### src/host_bridge_pkg.sv
// How it works
// Status bit 14 sets when a system-error message is sent for function zero.
// Writing 1 to status bit 14 clears it; writing 0 keeps it.
// Status bit 13 sets on a received master abort; write 1 clears.
// Status bit 12 sets on a received target abort; write 1 clears.
// Status bits 11 and 8 read 0 and ignore writes.
// Status bits 10:9 read 00 and ignore writes.
// Status bit 7 reads 1 and ignores writes.
// Status bit 4 reads 1; capability list pointer sits at offset 34h.
// Latency timer byte at 0Dh reads zero, ignores writes.
// Header type byte at 0Eh reads zero, has no storage.
// Sub-class byte is read-only and returns 00h.
// Base-class byte is read-only and returns 06h.
// Revision byte is a read-only 8-bit silicon revision.
// Aperture base bits 31:28 are writable and match upper processor address bits.
// Aperture base bits 27:22 writable unless masked by size select, then zero.
// Aperture base bits 21:4 read zero; smallest aperture is 4MB.
// Aperture base bit 3 reads 1, prefetchable.
// Aperture base bits 2:0 read zero and ignore writes.
// Subsystem vendor and identifier reset to zero and take only first write.
// Capability pointer byte is read-only and returns E4h.
// Aperture accesses are refused until the aperture enable bit is set.
// Aperture reads return all bytes, no side effects; writes may merge.
// No system-error message while the system-error enable bit is 0.
// Reserved bits read zero and ignore writes.
package host_bridge_pkg;
   // ********************
   // Register offsets
   // ********************
   localparam logic [7:0] OFF_STATUS = 8'h06;
   localparam logic [7:0] OFF_REVISION = 8'h08;
   localparam logic [7:0] OFF_SUB_CLASS = 8'h0A;
   localparam logic [7:0] OFF_BASE_CLASS = 8'h0B;
   localparam logic [7:0] OFF_LATENCY = 8'h0D;
   localparam logic [7:0] OFF_HEADER = 8'h0E;
   localparam logic [7:0] OFF_APERTURE = 8'h10;
   localparam logic [7:0] OFF_SUBSYS_VENDOR = 8'h2C;
   localparam logic [7:0] OFF_SUBSYS_IDENT = 8'h2E;
   localparam logic [7:0] OFF_CAP_POINTER = 8'h34;
   // ********************
   // Field positions
   // ********************
   localparam int SYS_ERR_BIT = 14;
   localparam int RMA_BIT = 13;
   localparam int RTA_BIT = 12;
   localparam int AP_UPPER_LSB = 28;
   localparam int AP_MID_LSB = 22;
   localparam int AP_MID_WIDTH = 6;
   // ********************
   // Values after reset and fixed values
   // ********************
   localparam logic [15:0] STATUS_FIXED = 16'h0090;
   localparam logic [7:0] SUB_CLASS_VALUE = 8'h00;
   localparam logic [7:0] BASE_CLASS_VALUE = 8'h06;
   localparam logic [7:0] LATENCY_VALUE = 8'h00;
   localparam logic [7:0] HEADER_VALUE = 8'h00;
   localparam logic [7:0] CAP_POINTER_VALUE = 8'hE4;
   localparam logic [31:0] APERTURE_RESET = 32'h0000_0008;
   localparam logic [21:0] APERTURE_LOW_FIXED = 22'h00_0008;
   localparam logic [15:0] SUBSYS_RESET = 16'h0000;
   localparam logic [3:0] ALL_BYTES = 4'hF;
   localparam int READ_LATENCY = 1;
endpackage

### src/write_once_if.sv
`timescale 1ns/10ps
interface write_once_if;
   logic [1:0] byteWrite;
   logic [15:0] writeData;
   logic [15:0] value;
   logic locked;
   modport owner(output byteWrite, output writeData, input value, input locked);
   modport field(input byteWrite, input writeData, output value, output locked);
endinterface

### src/write_once_field.sv
`timescale 1ns/10ps
module write_once_field
   import host_bridge_pkg::*;
(
   input wire logic clk,
   input wire logic sys_rst,
   write_once_if.field port
);
   logic [15:0] next_value;
   logic anyWrite;

   // ********************
   // Byte lanes
   // ********************
   assign anyWrite = |port.byteWrite;
   genvar lane;
   generate
      for (lane = 0; lane < 2; lane++) begin : g_lane
         assign next_value[lane*8 +: 8] = port.byteWrite[lane] ? port.writeData[lane*8 +: 8]
                                                               : port.value[lane*8 +: 8];
      end
   endgenerate

   always_ff @(posedge clk or posedge sys_rst) begin
      if (sys_rst) begin
         port.value <= SUBSYS_RESET;
         port.locked <= 1'b0;
      end else if (anyWrite && !port.locked) begin
         port.value <= next_value;
         port.locked <= 1'b1;
      end
   end
endmodule // write_once_field

### src/host_bridge_config_header.sv
`timescale 1ns/10ps
module host_bridge_config_header
   import host_bridge_pkg::*;
#(
   parameter logic [7:0] REVISION = 8'h01 // Arbitrary value
)
(
   input wire logic clk,
   input wire logic sys_rst,
   input wire logic cfgRead,
   input wire logic cfgWrite,
   input wire logic [7:0] cfgAddr,
   input wire logic [3:0] cfgByteEn,
   input wire logic [31:0] cfgWriteData,
   output logic [31:0] cfgReadData,
   output logic cfgReadValid,
   input wire logic errorEvent,
   input wire logic systemErrorMessageEnable,
   output logic systemErrorMessage,
   input wire logic masterAbortIn,
   input wire logic targetAbortIn,
   input wire logic [5:0] apertureSizeSelect,
   input wire logic apertureEnable,
   input wire logic cpuAccess,
   input wire logic cpuWrite,
   input wire logic [31:0] cpuAddr,
   output logic apertureHit,
   output logic apertureRefuse,
   output logic [3:0] apertureReadBytes,
   output logic apertureMergeOk,
   output logic [31:0] apertureBase
);
   // ********************
   // Decode helpers
   // ********************
   function automatic logic isWord(input logic [7:0] addr, input logic [7:0] off);
      isWord = (addr[7:2] == off[7:2]);
   endfunction

   logic systemErrorSignaled;
   logic masterAbortReceived;
   logic targetAbortReceived;
   logic [3:0] apUpper;
   logic [AP_MID_WIDTH-1:0] apMiddle;
   logic [15:0] statusValue;
   logic [31:0] apertureValue;
   logic [31:0] next_readData;
   logic selStatus;
   logic selRevision;
   logic selLatency;
   logic selAperture;
   logic selSubsystem;
   logic selCapPointer;
   logic statusWrite;
   logic apUpperWrite;
   logic apMidHighWrite;
   logic apMidLowWrite;
   logic [AP_MID_WIDTH-1:0] next_apMiddle;
   logic sendMessage;
   logic clearSysErr;
   logic clearRma;
   logic clearRta;
   logic inAperture;
   logic [AP_MID_WIDTH-1:0] midDiff;

   write_once_if vendorPort();
   write_once_if identPort();

   // ********************
   // Address decode
   // ********************
   assign selStatus = isWord(cfgAddr, OFF_STATUS);
   assign selRevision = isWord(cfgAddr, OFF_REVISION);
   assign selLatency = isWord(cfgAddr, OFF_LATENCY);
   assign selAperture = isWord(cfgAddr, OFF_APERTURE);
   assign selSubsystem = isWord(cfgAddr, OFF_SUBSYS_VENDOR);
   assign selCapPointer = isWord(cfgAddr, OFF_CAP_POINTER);

   // ********************
   // Status register
   // ********************
   assign statusWrite = cfgWrite && selStatus && cfgByteEn[3];
   assign clearSysErr = statusWrite && cfgWriteData[16 + SYS_ERR_BIT];
   assign clearRma = statusWrite && cfgWriteData[16 + RMA_BIT];
   assign clearRta = statusWrite && cfgWriteData[16 + RTA_BIT];
   assign sendMessage = errorEvent && systemErrorMessageEnable;

   always_ff @(posedge clk or posedge sys_rst) begin
      if (sys_rst) begin
         systemErrorMessage <= 1'b0;
      end else begin
         systemErrorMessage <= sendMessage;
      end
   end

   // Set wins over a clear in the same cycle
   always_ff @(posedge clk or posedge sys_rst) begin
      if (sys_rst) begin
         systemErrorSignaled <= 1'b0;
      end else if (sendMessage) begin
         systemErrorSignaled <= 1'b1;
      end else if (clearSysErr) begin
         systemErrorSignaled <= 1'b0;
      end
   end

   always_ff @(posedge clk or posedge sys_rst) begin
      if (sys_rst) begin
         masterAbortReceived <= 1'b0;
      end else if (masterAbortIn) begin
         masterAbortReceived <= 1'b1;
      end else if (clearRma) begin
         masterAbortReceived <= 1'b0;
      end
   end

   always_ff @(posedge clk or posedge sys_rst) begin
      if (sys_rst) begin
         targetAbortReceived <= 1'b0;
      end else if (targetAbortIn) begin
         targetAbortReceived <= 1'b1;
      end else if (clearRta) begin
         targetAbortReceived <= 1'b0;
      end
   end

   // Fixed bits: 11, 10:9, 8 zero, 7 and 4 one, reserved zero
   assign statusValue = STATUS_FIXED
                        | (16'(systemErrorSignaled) << SYS_ERR_BIT)
                        | (16'(masterAbortReceived) << RMA_BIT)
                        | (16'(targetAbortReceived) << RTA_BIT);

   // ********************
   // Aperture base
   // ********************
   assign apUpperWrite = cfgWrite && selAperture && cfgByteEn[3];
   assign apMidHighWrite = cfgWrite && selAperture && cfgByteEn[3];
   assign apMidLowWrite = cfgWrite && selAperture && cfgByteEn[2];
   assign next_apMiddle[5:2] = apMidHighWrite ? cfgWriteData[27:24] : apMiddle[5:2];
   assign next_apMiddle[1:0] = apMidLowWrite ? cfgWriteData[23:22] : apMiddle[1:0];

   always_ff @(posedge clk or posedge sys_rst) begin
      if (sys_rst) begin
         apUpper <= APERTURE_RESET[31:AP_UPPER_LSB];
         apMiddle <= APERTURE_RESET[AP_UPPER_LSB-1:AP_MID_LSB];
      end else begin
         if (apUpperWrite) begin
            apUpper <= cfgWriteData[31:AP_UPPER_LSB];
         end
         apMiddle <= next_apMiddle & ~apertureSizeSelect;
      end
   end

   // Low bits are hardwired: 21:4 zero, 3 prefetchable, 2:0 zero
   assign apertureValue = {apUpper, apMiddle & ~apertureSizeSelect,
                           APERTURE_LOW_FIXED};

   // ********************
   // Subsystem identifiers
   // ********************
   assign vendorPort.byteWrite = {2{cfgWrite && selSubsystem}} & cfgByteEn[1:0];
   assign vendorPort.writeData = cfgWriteData[15:0];
   assign identPort.byteWrite = {2{cfgWrite && selSubsystem}} & cfgByteEn[3:2];
   assign identPort.writeData = cfgWriteData[31:16];

   write_once_field vendorField (
      .clk(clk),
      .sys_rst(sys_rst),
      .port(vendorPort.field)
   );

   write_once_field identField (
      .clk(clk),
      .sys_rst(sys_rst),
      .port(identPort.field)
   );

   // ********************
   // Read path
   // ********************
   always_comb begin
      next_readData = 32'h0000_0000;
      if (selStatus) begin
         next_readData = {statusValue, 16'h0000};
      end else if (selRevision) begin
         next_readData = {BASE_CLASS_VALUE, SUB_CLASS_VALUE, 8'h00, REVISION};
      end else if (selLatency) begin
         next_readData = {8'h00, HEADER_VALUE, LATENCY_VALUE, 8'h00};
      end else if (selAperture) begin
         next_readData = apertureValue;
      end else if (selSubsystem) begin
         next_readData = {identPort.value, vendorPort.value};
      end else if (selCapPointer) begin
         next_readData = {24'h00_0000, CAP_POINTER_VALUE};
      end
   end

   always_ff @(posedge clk or posedge sys_rst) begin
      if (sys_rst) begin
         cfgReadData <= 32'h0000_0000;
         cfgReadValid <= 1'b0;
      end else begin
         cfgReadValid <= cfgRead;
         if (cfgRead) begin
            cfgReadData <= next_readData;
         end
      end
   end

   // ********************
   // Aperture decode
   // ********************
   assign midDiff = (cpuAddr[AP_UPPER_LSB-1:AP_MID_LSB] ^ apMiddle) & ~apertureSizeSelect;
   assign inAperture = (cpuAddr[31:AP_UPPER_LSB] == apUpper) && (midDiff == 6'h00);

   always_ff @(posedge clk or posedge sys_rst) begin
      if (sys_rst) begin
         apertureHit <= 1'b0;
         apertureRefuse <= 1'b0;
         apertureReadBytes <= 4'h0;
         apertureMergeOk <= 1'b0;
         apertureBase <= APERTURE_RESET;
      end else begin
         apertureHit <= cpuAccess && inAperture && apertureEnable;
         apertureRefuse <= cpuAccess && inAperture && !apertureEnable;
         apertureReadBytes <= (cpuAccess && inAperture && apertureEnable && !cpuWrite) ? ALL_BYTES : 4'h0;
         apertureMergeOk <= cpuAccess && inAperture && apertureEnable && cpuWrite;
         apertureBase <= apertureValue;
      end
   end
endmodule // host_bridge_config_header

### config.mk
export PLATFORM = sky130hd
export DESIGN_NAME = host_bridge_config_header
export DESIGN_NICKNAME = d
export VERILOG_FILES = /design/src/host_bridge_pkg.sv /design/src/write_once_if.sv /design/src/write_once_field.sv /design/src/host_bridge_config_header.sv
export SDC_FILE = /design/constraint.sdc
export NUM_CORES = 1
export LEC_CHECK = 0
export BUFFER_PORTS_ARGS = -buffer_cell sky130_fd_sc_hd__buf_4
export CAP_MARGIN = 20
export CELL_PAD_IN_SITES_DETAIL_PLACEMENT = 0
export CELL_PAD_IN_SITES_GLOBAL_PLACEMENT = 2
export CORE_ASPECT_RATIO = 0.8
export CORE_UTILIZATION = 32
export DETAILED_ROUTE_END_ITERATION = 7
export PLACE_DENSITY = 0.91
export SYNTH_ARGS = -nofsm -noshare
export SYNTH_HDL_FRONTEND = slang
export SYNTH_SLANG_ARGS = --single-unit
### constraint.sdc
create_clock -name clk -period 7.1 [get_ports clk]
set_input_delay 0.355 -clock clk [delete_from_list [all_inputs] [get_ports clk]]
set_output_delay 0.355 -clock clk [all_outputs]
set_load 0.1 [all_outputs]
### Word level (Yosys, flattened, before mapping)

Cells that the tools add are included.

* add/subtract/negate cells: 0
* $mul: 0
* div/mod/pow operators: 0
* order comparisons: 0
* equality and inequality tests: 7
* shift-type cells: 0
* multiplexer cells: 15
* bitwise logic cells: 9
* reduce and logical (&&, ||, !) cells: 32

Operators with widths (number)
* 32-bit 2-to-1 mux: 5
* 6-bit bitwise AND: 3
* 1-bit logical AND: 18
* 15-bit by 13-bit OR with 15-bit output: 1
* 15-bit by 14-bit OR with 15-bit output: 1
* 6-bit by 2-bit == test with 1-bit output, second input constant: 2
* 6-bit by 4-bit == test with 1-bit output, second input constant: 2
* 4-bit 2-to-1 mux: 2
* 8-bit 2-to-1 mux: 1
* 2-bit AND reduction: 4
* 6-bit by 1-bit == test with 1-bit output, second input constant: 1
* 6-bit by 3-bit == test with 1-bit output, second input constant: 1
* 6-bit zero test: 1
* 1-bit 2-to-1 mux: 6
* 6-bit NOT: 1
* 2-bit nonzero test: 3
* 6-bit bitwise XOR: 1
* 2-bit bitwise AND: 2
* 4-bit == test: 1
* 1-bit zero test: 4
* 2-bit OR reduction: 2
* 2-bit 2-to-1 mux: 1

* bits in registers: 98
* latch bits: 0
* RAM bits: 0
* memory bits (read-only): 0
* input port bits: 93
* output and inout port bits: 73
* word-level logic and storage cells: 82
* memories: 0

### Logic depth before layout (Yosys ltp)

Gate-level depths: netlist of the first run.

* depth after elaboration: 8
* gate-level depth with buffers: 7
* mapped depth without buffers: 4

### By module

From an unflattened synthesis of the first run, not the netlist that was laid out.

* cell total of the unflattened synthesis: 357
* area total of the unflattened synthesis: 4256.6 um^2

By module, submodules not included
* host_bridge_config_header: times used 1, cells an instance 279, area each 2835.2 um^2, sequential area each 1526.5 um^2
* write_once_field: times used 2, cells an instance 39, area each 710.7 um^2, sequential area each 425.4 um^2

### Worst setup path before layout of the first run

Ideal clock, no wire load.

* path type: flip-flop to output port
* from: register, netlist name apertureReadBytes[2]
* to: output port apertureReadBytes[1]
* arrival: 1357 ps
* data required time: 6745 ps
* path slack: 5388 ps
* stages on the path, launching flop included: 2
* path buffers: 1
* path through: dfrtp_1 buf_4

RTL lines
* end, declared: line host_bridge_config_header.sv:29 `output logic [3:0] apertureReadBytes,`

### Worst setup path after layout of the first run

* from: input port cfgAddr[7]
* to: register identField.port.value[0]

* word-level cells in the longest chain between the ends: 6

RTL lines
* start, declared: line host_bridge_config_header.sv:12 `input wire logic [7:0] cfgAddr,`
* 6-bit by 4-bit == test with 1-bit output (*): line host_bridge_config_header.sv:37 `isWord = (addr[7:2] == off[7:2]);`
* 1-bit logical AND (*): line host_bridge_config_header.sv:163 `assign identPort.byteWrite = {2{cfgWrite && selSubsystem}} & cfgByteEn[3:2];`
* 2-bit bitwise AND (*): line host_bridge_config_header.sv:163
* 2-bit OR reduction: line write_once_field.sv:15 `assign anyWrite = |port.byteWrite;`
* 1-bit logical AND: line write_once_field.sv:28 `end else if (anyWrite && !port.locked) begin`
* 2-bit AND reduction (no line) (*)
* end signal, assigned: line write_once_field.sv:29 `port.value <= next_value;`
* end, declared: line write_once_if.sv:8 `modport field(input byteWrite, input writeData, output value, output locked);`

Every way passes the cells marked *; elsewhere a longest branch is shown, timed or not.
A chain may end at the register's enable or synchronous reset.

==> results.toml, run 1 <==
[layout]
diodes = 0
syn_to_final_growth_pct = 30.7
num-fill-cells = 1212
final_cell_mix = "120 x buf_4, 95 x dfrtp_1, 36 x mux2_2"
final_cells = 632
final_common_cell = "buf_4"
nNetsFinal = 549
drive_above_1_share = 0.393

[synth]
synthAdderAreaFrac = 0
yosys-top-cells-area = "dfrtp_1 58%, mux2_2 9.9%, buf_4 4.9%"
synth_top_family_by_area = "multiplexers"
yosysSeqAreaShare = 0.579
yosys_warnings = 0
yosys.area_share.simple = 0.116
synth_top_area_cell = "dfrtp_1"
synth_compound_area_frac = 0.0789
ys_seq_elements = 95
postSynthCellCount = 341
synth_mux_area_frac = 0.119
synth.top_cell.area_share = 0.579
synth_xor_area_frac = 0.0234
ys.flop_type = "dfrtp_1"
syn_area_per_cell_um2 = 12.0
syn_area_mm2 = 0.00411
synth_edf_count = 0
async_reset_ff_frac = 1.00
synthDistinctLibCells = 38

[sta]
period_share = 0.298
relSlewSlack = 0.371
setup_viol = 0
finalHoldViolations = 0
max_freq_ghz = 0.473
fin_setup_tns_ns = 0
slew_violations = 0
worst_pin_slew_ns = 0.934
rsz0062_at_grt = "no"
skew_ns = 0.00353
min_period_ns = 2.12

[route]
wl_per_cell_um = 15.2
top_layer = "met4"
wl_met1_um = 4560
num_vias = 2920
routed_wirelength_um = 9600
drtPass1Iterations = 4
wl_met2_um = 4490
drt-initial-drc-count = 112
dr_wl_met3_um = 471
antenna_left = 0
via_per_inst = 4.62
drc = 0

[clock_network]
clk_latency_ns = 0.33
clockRootBuffer = "clkbuf_16"
holdBufCountCts = 0
post-cts-setup-buffers = 0
cts_max_path_buffers = 2
clkSinkCount = 95
h-tree-depth = 3
clk_pin_slew_ns = 0.06
cts_tree = "built"
postCtsResizedCells = 0
cts_buffers = 9

[floorplan]
num_rows = 36
dieArea_mm2 = 0.0133
die_h_um = 103
die_x_um = 129
coreArea_mm2 = 0.0123
ios = 166
initial_utilization = 0.333

[global_route]
first_global_vias = 2824
gr-total-overflow = 0
grt_max_degree = 61
grt_antenna_before_repair = 0
grt_pass1_wl_um = 14900
grt_usage = 0.152

[setup_path]
startpoint_type = "input pin"
regToRegSetupSlack_ns = 5.45
cp_num_buf_inv = 1
crit_type = "in -> reg"
crit_chain = "buf_4 > nor3_1 > and4_1 > nand4b_4 > mux2_1"
critPathMaxStageDelay_ns = 0.82
cpLargestDelayFamily = "simple AND/OR/NAND/NOR gates"
critPathArrivalTime_ns = 2.33
worstSetupEndpointType = "flop"
worstPathMaxFanout = 16
cp_slowest_cell = "and4_1"
required_ns = 7.31

[pwr]
p_per_area_mw_per_mm2 = 236
power.leakage_nw = 2.69
ir_worst_vdd_mv = 0.115

[placed_design]
post-dp-hpwl_um = 7000
routabilityCongestion = 0.704
port_buffers = 119
placedCellCount = 616

[outcome]
status = "finished clean"

[worst_hold_path]
worstHoldPathType = "in -> async"

[flow_run]
drv_cap = 0
## routing by layer
metal  track usage  vias up
met5             0        -
met4        0.0398        0
met3        0.0406        7
met2         0.236       86
met1         0.210     1468
li1              -     1359
## power by group
| part | internal [mW] | leakage, nW | switching, mW |
|---|---|---|---|
| sequential | 0.566 | 1.28 | 0.0142 |
| combinational | 0.0563 | 1.25 | 0.137 |
| clock | 0.301 | 0.156 | 0.194 |
| total | 0.923 | 2.69 | 0.345 |
## path summary, 6_finish.rpt
kind,end,start,depth (start not counted)
max,identField.port.value[0],cfgAddr[7],5
min reg2reg,apertureBase[31],apUpper[3],0
max reg2reg,apertureReadBytes[2],apUpper[0],4
min,cfgReadData[16],sys_rst,2
max in group asynchronous,cfgReadData[23],sys_rst,3
min in group clk,apMiddle[0],apertureSizeSelect[0],2
## logic make-up (layout without fill, tap and decap cells)
group / after synthesis / in the layout
DFF: 95 / 95
AOI/OAI and AO/OA: 51 / 51
xor gates and xnor gates: 11 / 11
muxes: 44 / 44
buffers and inverters: 62 / 162
and+or+nand+nor: 76 / 76
other: 2 / 22
## sequential cells by signal (all words and copies together), names as in the netlist, 4 cells and up
register / cells
identField.port.value: 16
vendorField.port.value: 16
cfgReadData: 32
apUpper: 4
apMiddle: 6
apertureBase: 10
## stage by stage
stage / util / hold slack, ns / total power [mW] / cell area (um^2) / setup slack [ns]
CTS: 0.435 / 0.0497 / 1.28 / 5370 / 4.91
global route: 0.435 / 0.0635 / 1.32 / 5370 / 4.80
floorplan: - / 0.386 / 0.735 / 4180 / 4.27
global placement: 0.410 / 0.397 / 0.781 / 5060 / 4.57
finish: 0.435 / 0.0364 / 1.27 / 5370 / 4.98
detailed placement: 0.410 / 0.410 / 0.786 / 5060 / 4.58
## area by class of cell
type | instances | area [um^2] | share of cell area
clock buffer | 13 | 270 | 0.0503
clock inverter | 3 | 40.0 | 0.00746
inverter | 26 | 100 | 0.0186
multi-input combinational | 204 | 1470 | 0.273
sequential | 95 | 2380 | 0.443
tap | 171 | 214 | 0.0398
timing repair buffer | 120 | 901 | 0.168
## cells in the mapped netlist (2+ instances only)
master,count
o21bai_1,2
a221o_1,3
nand2_1,21
xnor2_1,10
buf_2,4
o21ai_0,16
and4_1,2
nor2_1,20
o22ai_1,11
inv_1,26
nor2b_1,8
a21oi_1,4
dfrtp_1,95
and2_1,2
a31oi_1,3
buf_4,27
mux2_2,36
a21o_1,3
clkbuf_1,5
nor3_1,4
mux2i_1,6
conb_1,2
nor3b_1,2
mux2_1,2
a22oi_1,7
nand4_2,2
nand4_1,5
nand4b_4,3
Note: power is estimated with default switching activity, not from simulation.
==> inputs of run 2 (changes only) <==
--- a/config.mk
+++ b/config.mk
@@ -10,9 +10,9 @@
 export CELL_PAD_IN_SITES_DETAIL_PLACEMENT = 0
 export CELL_PAD_IN_SITES_GLOBAL_PLACEMENT = 2
 export CORE_ASPECT_RATIO = 0.8
-export CORE_UTILIZATION = 32
+export CORE_UTILIZATION = 27
 export DETAILED_ROUTE_END_ITERATION = 7
-export PLACE_DENSITY = 0.91
+export PLACE_DENSITY = 0.82
 export SYNTH_ARGS = -nofsm -noshare
 export SYNTH_HDL_FRONTEND = slang
 export SYNTH_SLANG_ARGS = --single-unit
==> constraint.sdc (replaced) <==
create_clock -name clk -period 1.8 [get_ports clk]
set_input_delay 0.09 -clock clk [delete_from_list [all_inputs] [get_ports clk]]
set_output_delay 0.09 -clock clk [all_outputs]
set_load 0.1 [all_outputs]
==> run 2 against run 1 <==
Critical path depth fell by 1. First-iteration DRC count rose by 15%. Clock skew rose by 0.0025 ns. Highest routed layer unchanged.
==> results.toml, run 2 (synthesized netlist as in run 1, its figures left out) <==
[outcome]
status = "finished clean"

[layout]
drive_above_1_share = 0.363
diodes = 0
finalCoreUtilization = 0.408
syn_to_final_growth_pct = 44.7
largest_reg_flops = 32
largest_register = "cfgReadData"
final_area_mm2 = 0.00595
final_cells = 704
nNetsFinal = 608
final_common_cell = "buf_4"
top_regs = "cfgReadData x32, identField.port.value x16, vendorField.port.value x16"
final_cell_mix = "129 x buf_4, 95 x dfrtp_1, 47 x dlygate4sd3_1"

[global_route]
first_global_vias = 3163
grt_usage = 0.144
grt_antenna_before_repair = 0
grt_pass1_wl_um = 17000
grt_max_degree = 96
gr-total-overflow = 0

[clock_network]
clockRootBuffer = "clkbuf_16"
clkSinkCount = 95
post-cts-setup-buffers = 0
h-tree-depth = 3
clk_latency_ns = 0.34
clk_pin_slew_ns = 0.06
cts_max_path_buffers = 2
cts_buffers = 9
cts_tree = "built"

[pwr]
p_per_area_mw_per_mm2 = 832
power.leakage_nw = 2.94
ir_worst_vdd_mv = 0.461

[floorplan]
num_rows = 39
die_h_um = 112
dieArea_mm2 = 0.0157
die_x_um = 140
initial_utilization = 0.282
coreArea_mm2 = 0.0146
ios = 166

[sta]
min_period_ns = 1.66
whs_ns = 0.0306
period_share = 0.923
skew_ns = 0.00603
slew_violations = 0
rsz0062_at_grt = "no"
finalHoldViolations = 0
worst_pin_slew_ns = 0.529
setup_viol = 0
max_freq_ghz = 0.602
fin_setup_tns_ns = 0
relSlewSlack = 0.648

[route]
drc = 0
antenna_left = 0
routed_wirelength_um = 10800
wl_per_cell_um = 15.4
num_vias = 3090
drtPass1Iterations = 4
via_per_inst = 4.39
drt-initial-drc-count = 129

[placed_design]
port_buffers = 119
post-dp-hpwl_um = 7480
routabilityCongestion = 0.695
placedCellCount = 641
dpl_cell_area_mm2 = 0.00520

[setup_path]
worstPathMaxFanout = 4
critPathArrivalTime_ns = 1.90
startpoint_type = "flop"
required_ns = 2.04
r2r_cells = 4
crit_type = "reg -> reg"
worstSetupEndpointType = "flop"

[worst_hold_path]
hold_depth = 3
worstHoldPathType = "in -> reg"

[flow_run]
drv_cap = 0
## run 2: cell types whose count changed in the layout (fill, tap and decap cells not counted), moves of 2 or more
cell           delta
buf_12            +3
clkbuf_1          +4
buf_4             +9
clkinv_2          -2
dlygate4sd3_1    +47
## run 2: routing by layer
metal  global-route usage  part of all wire  up-vias
li1                     -                 -     1471
met1                0.191              0.47     1516
met2                0.228              0.47       90
met3               0.0397             0.048       13
met4               0.0454             0.014        0
met5                    0                 0        -
## run 2: worst paths after layout
| path | startpoint | end | slack [ns] |
|---|---|---|---|
| max | apUpper[0] | apertureReadBytes[2] | 0.14 |
| min | cfgByteEn[0] | vendorField.port.locked | 0.03 |
| max reg2reg | apUpper[0] | apertureReadBytes[2] | 0.14 |
| min reg2reg | apUpper[0] | apertureBase[28] | 0.45 |
| max in group asynchronous | sys_rst | vendorField.port.value[1] | 0.94 |
| min in group asynchronous | sys_rst | cfgReadData[0] | 0.44 |
## run 2: power by group
group | internal, mW | total (mW) | switching (mW) | leakage [nW]
sequential | 2.23 | 2.29 | 0.0574 | 1.28
combinational | 0.295 | 0.859 | 0.563 | 1.53
clock | 1.02 | 1.80 | 0.782 | 0.131
total | 3.54 | 4.95 | 1.40 | 2.94
## run 2: critical path, stage by stage (launching register included)
cell      delay (ns)
dfrtp_1         0.41
xnor2_1         0.17
o211ai_1        0.16
or4_1           0.61
nor4_1          0.21
## run 2: area by class of cell
cell class	instances	area, um^2
Fill cell	1410	8640
Sequential cell	95	2380
Timing Repair Buffer	179	1500
Multi-Input combinational cell	204	1470
Clock buffer	16	272
Tap cell	184	230
Inverter	26	101
## run 2: stage by stage
stage | worst slack, ns | total power, mW
2_1_floorplan | 0.353 | 2.90
3_3_place_gp | 0.0962 | 3.10
3_5_place_dp | 0.0529 | 3.11
4_1_cts | 0.132 | 5.01
5_1_grt | 0.0458 | 5.15
6_report | 0.139 | 4.95
## run 2: what timing repair did
item                                   in CTS  in global routing
gates resized for setup                     0                  0
setup endpoints to repair                   0                  0
hold buffers                               47                  0
endpoints found under the hold margin     149                  0
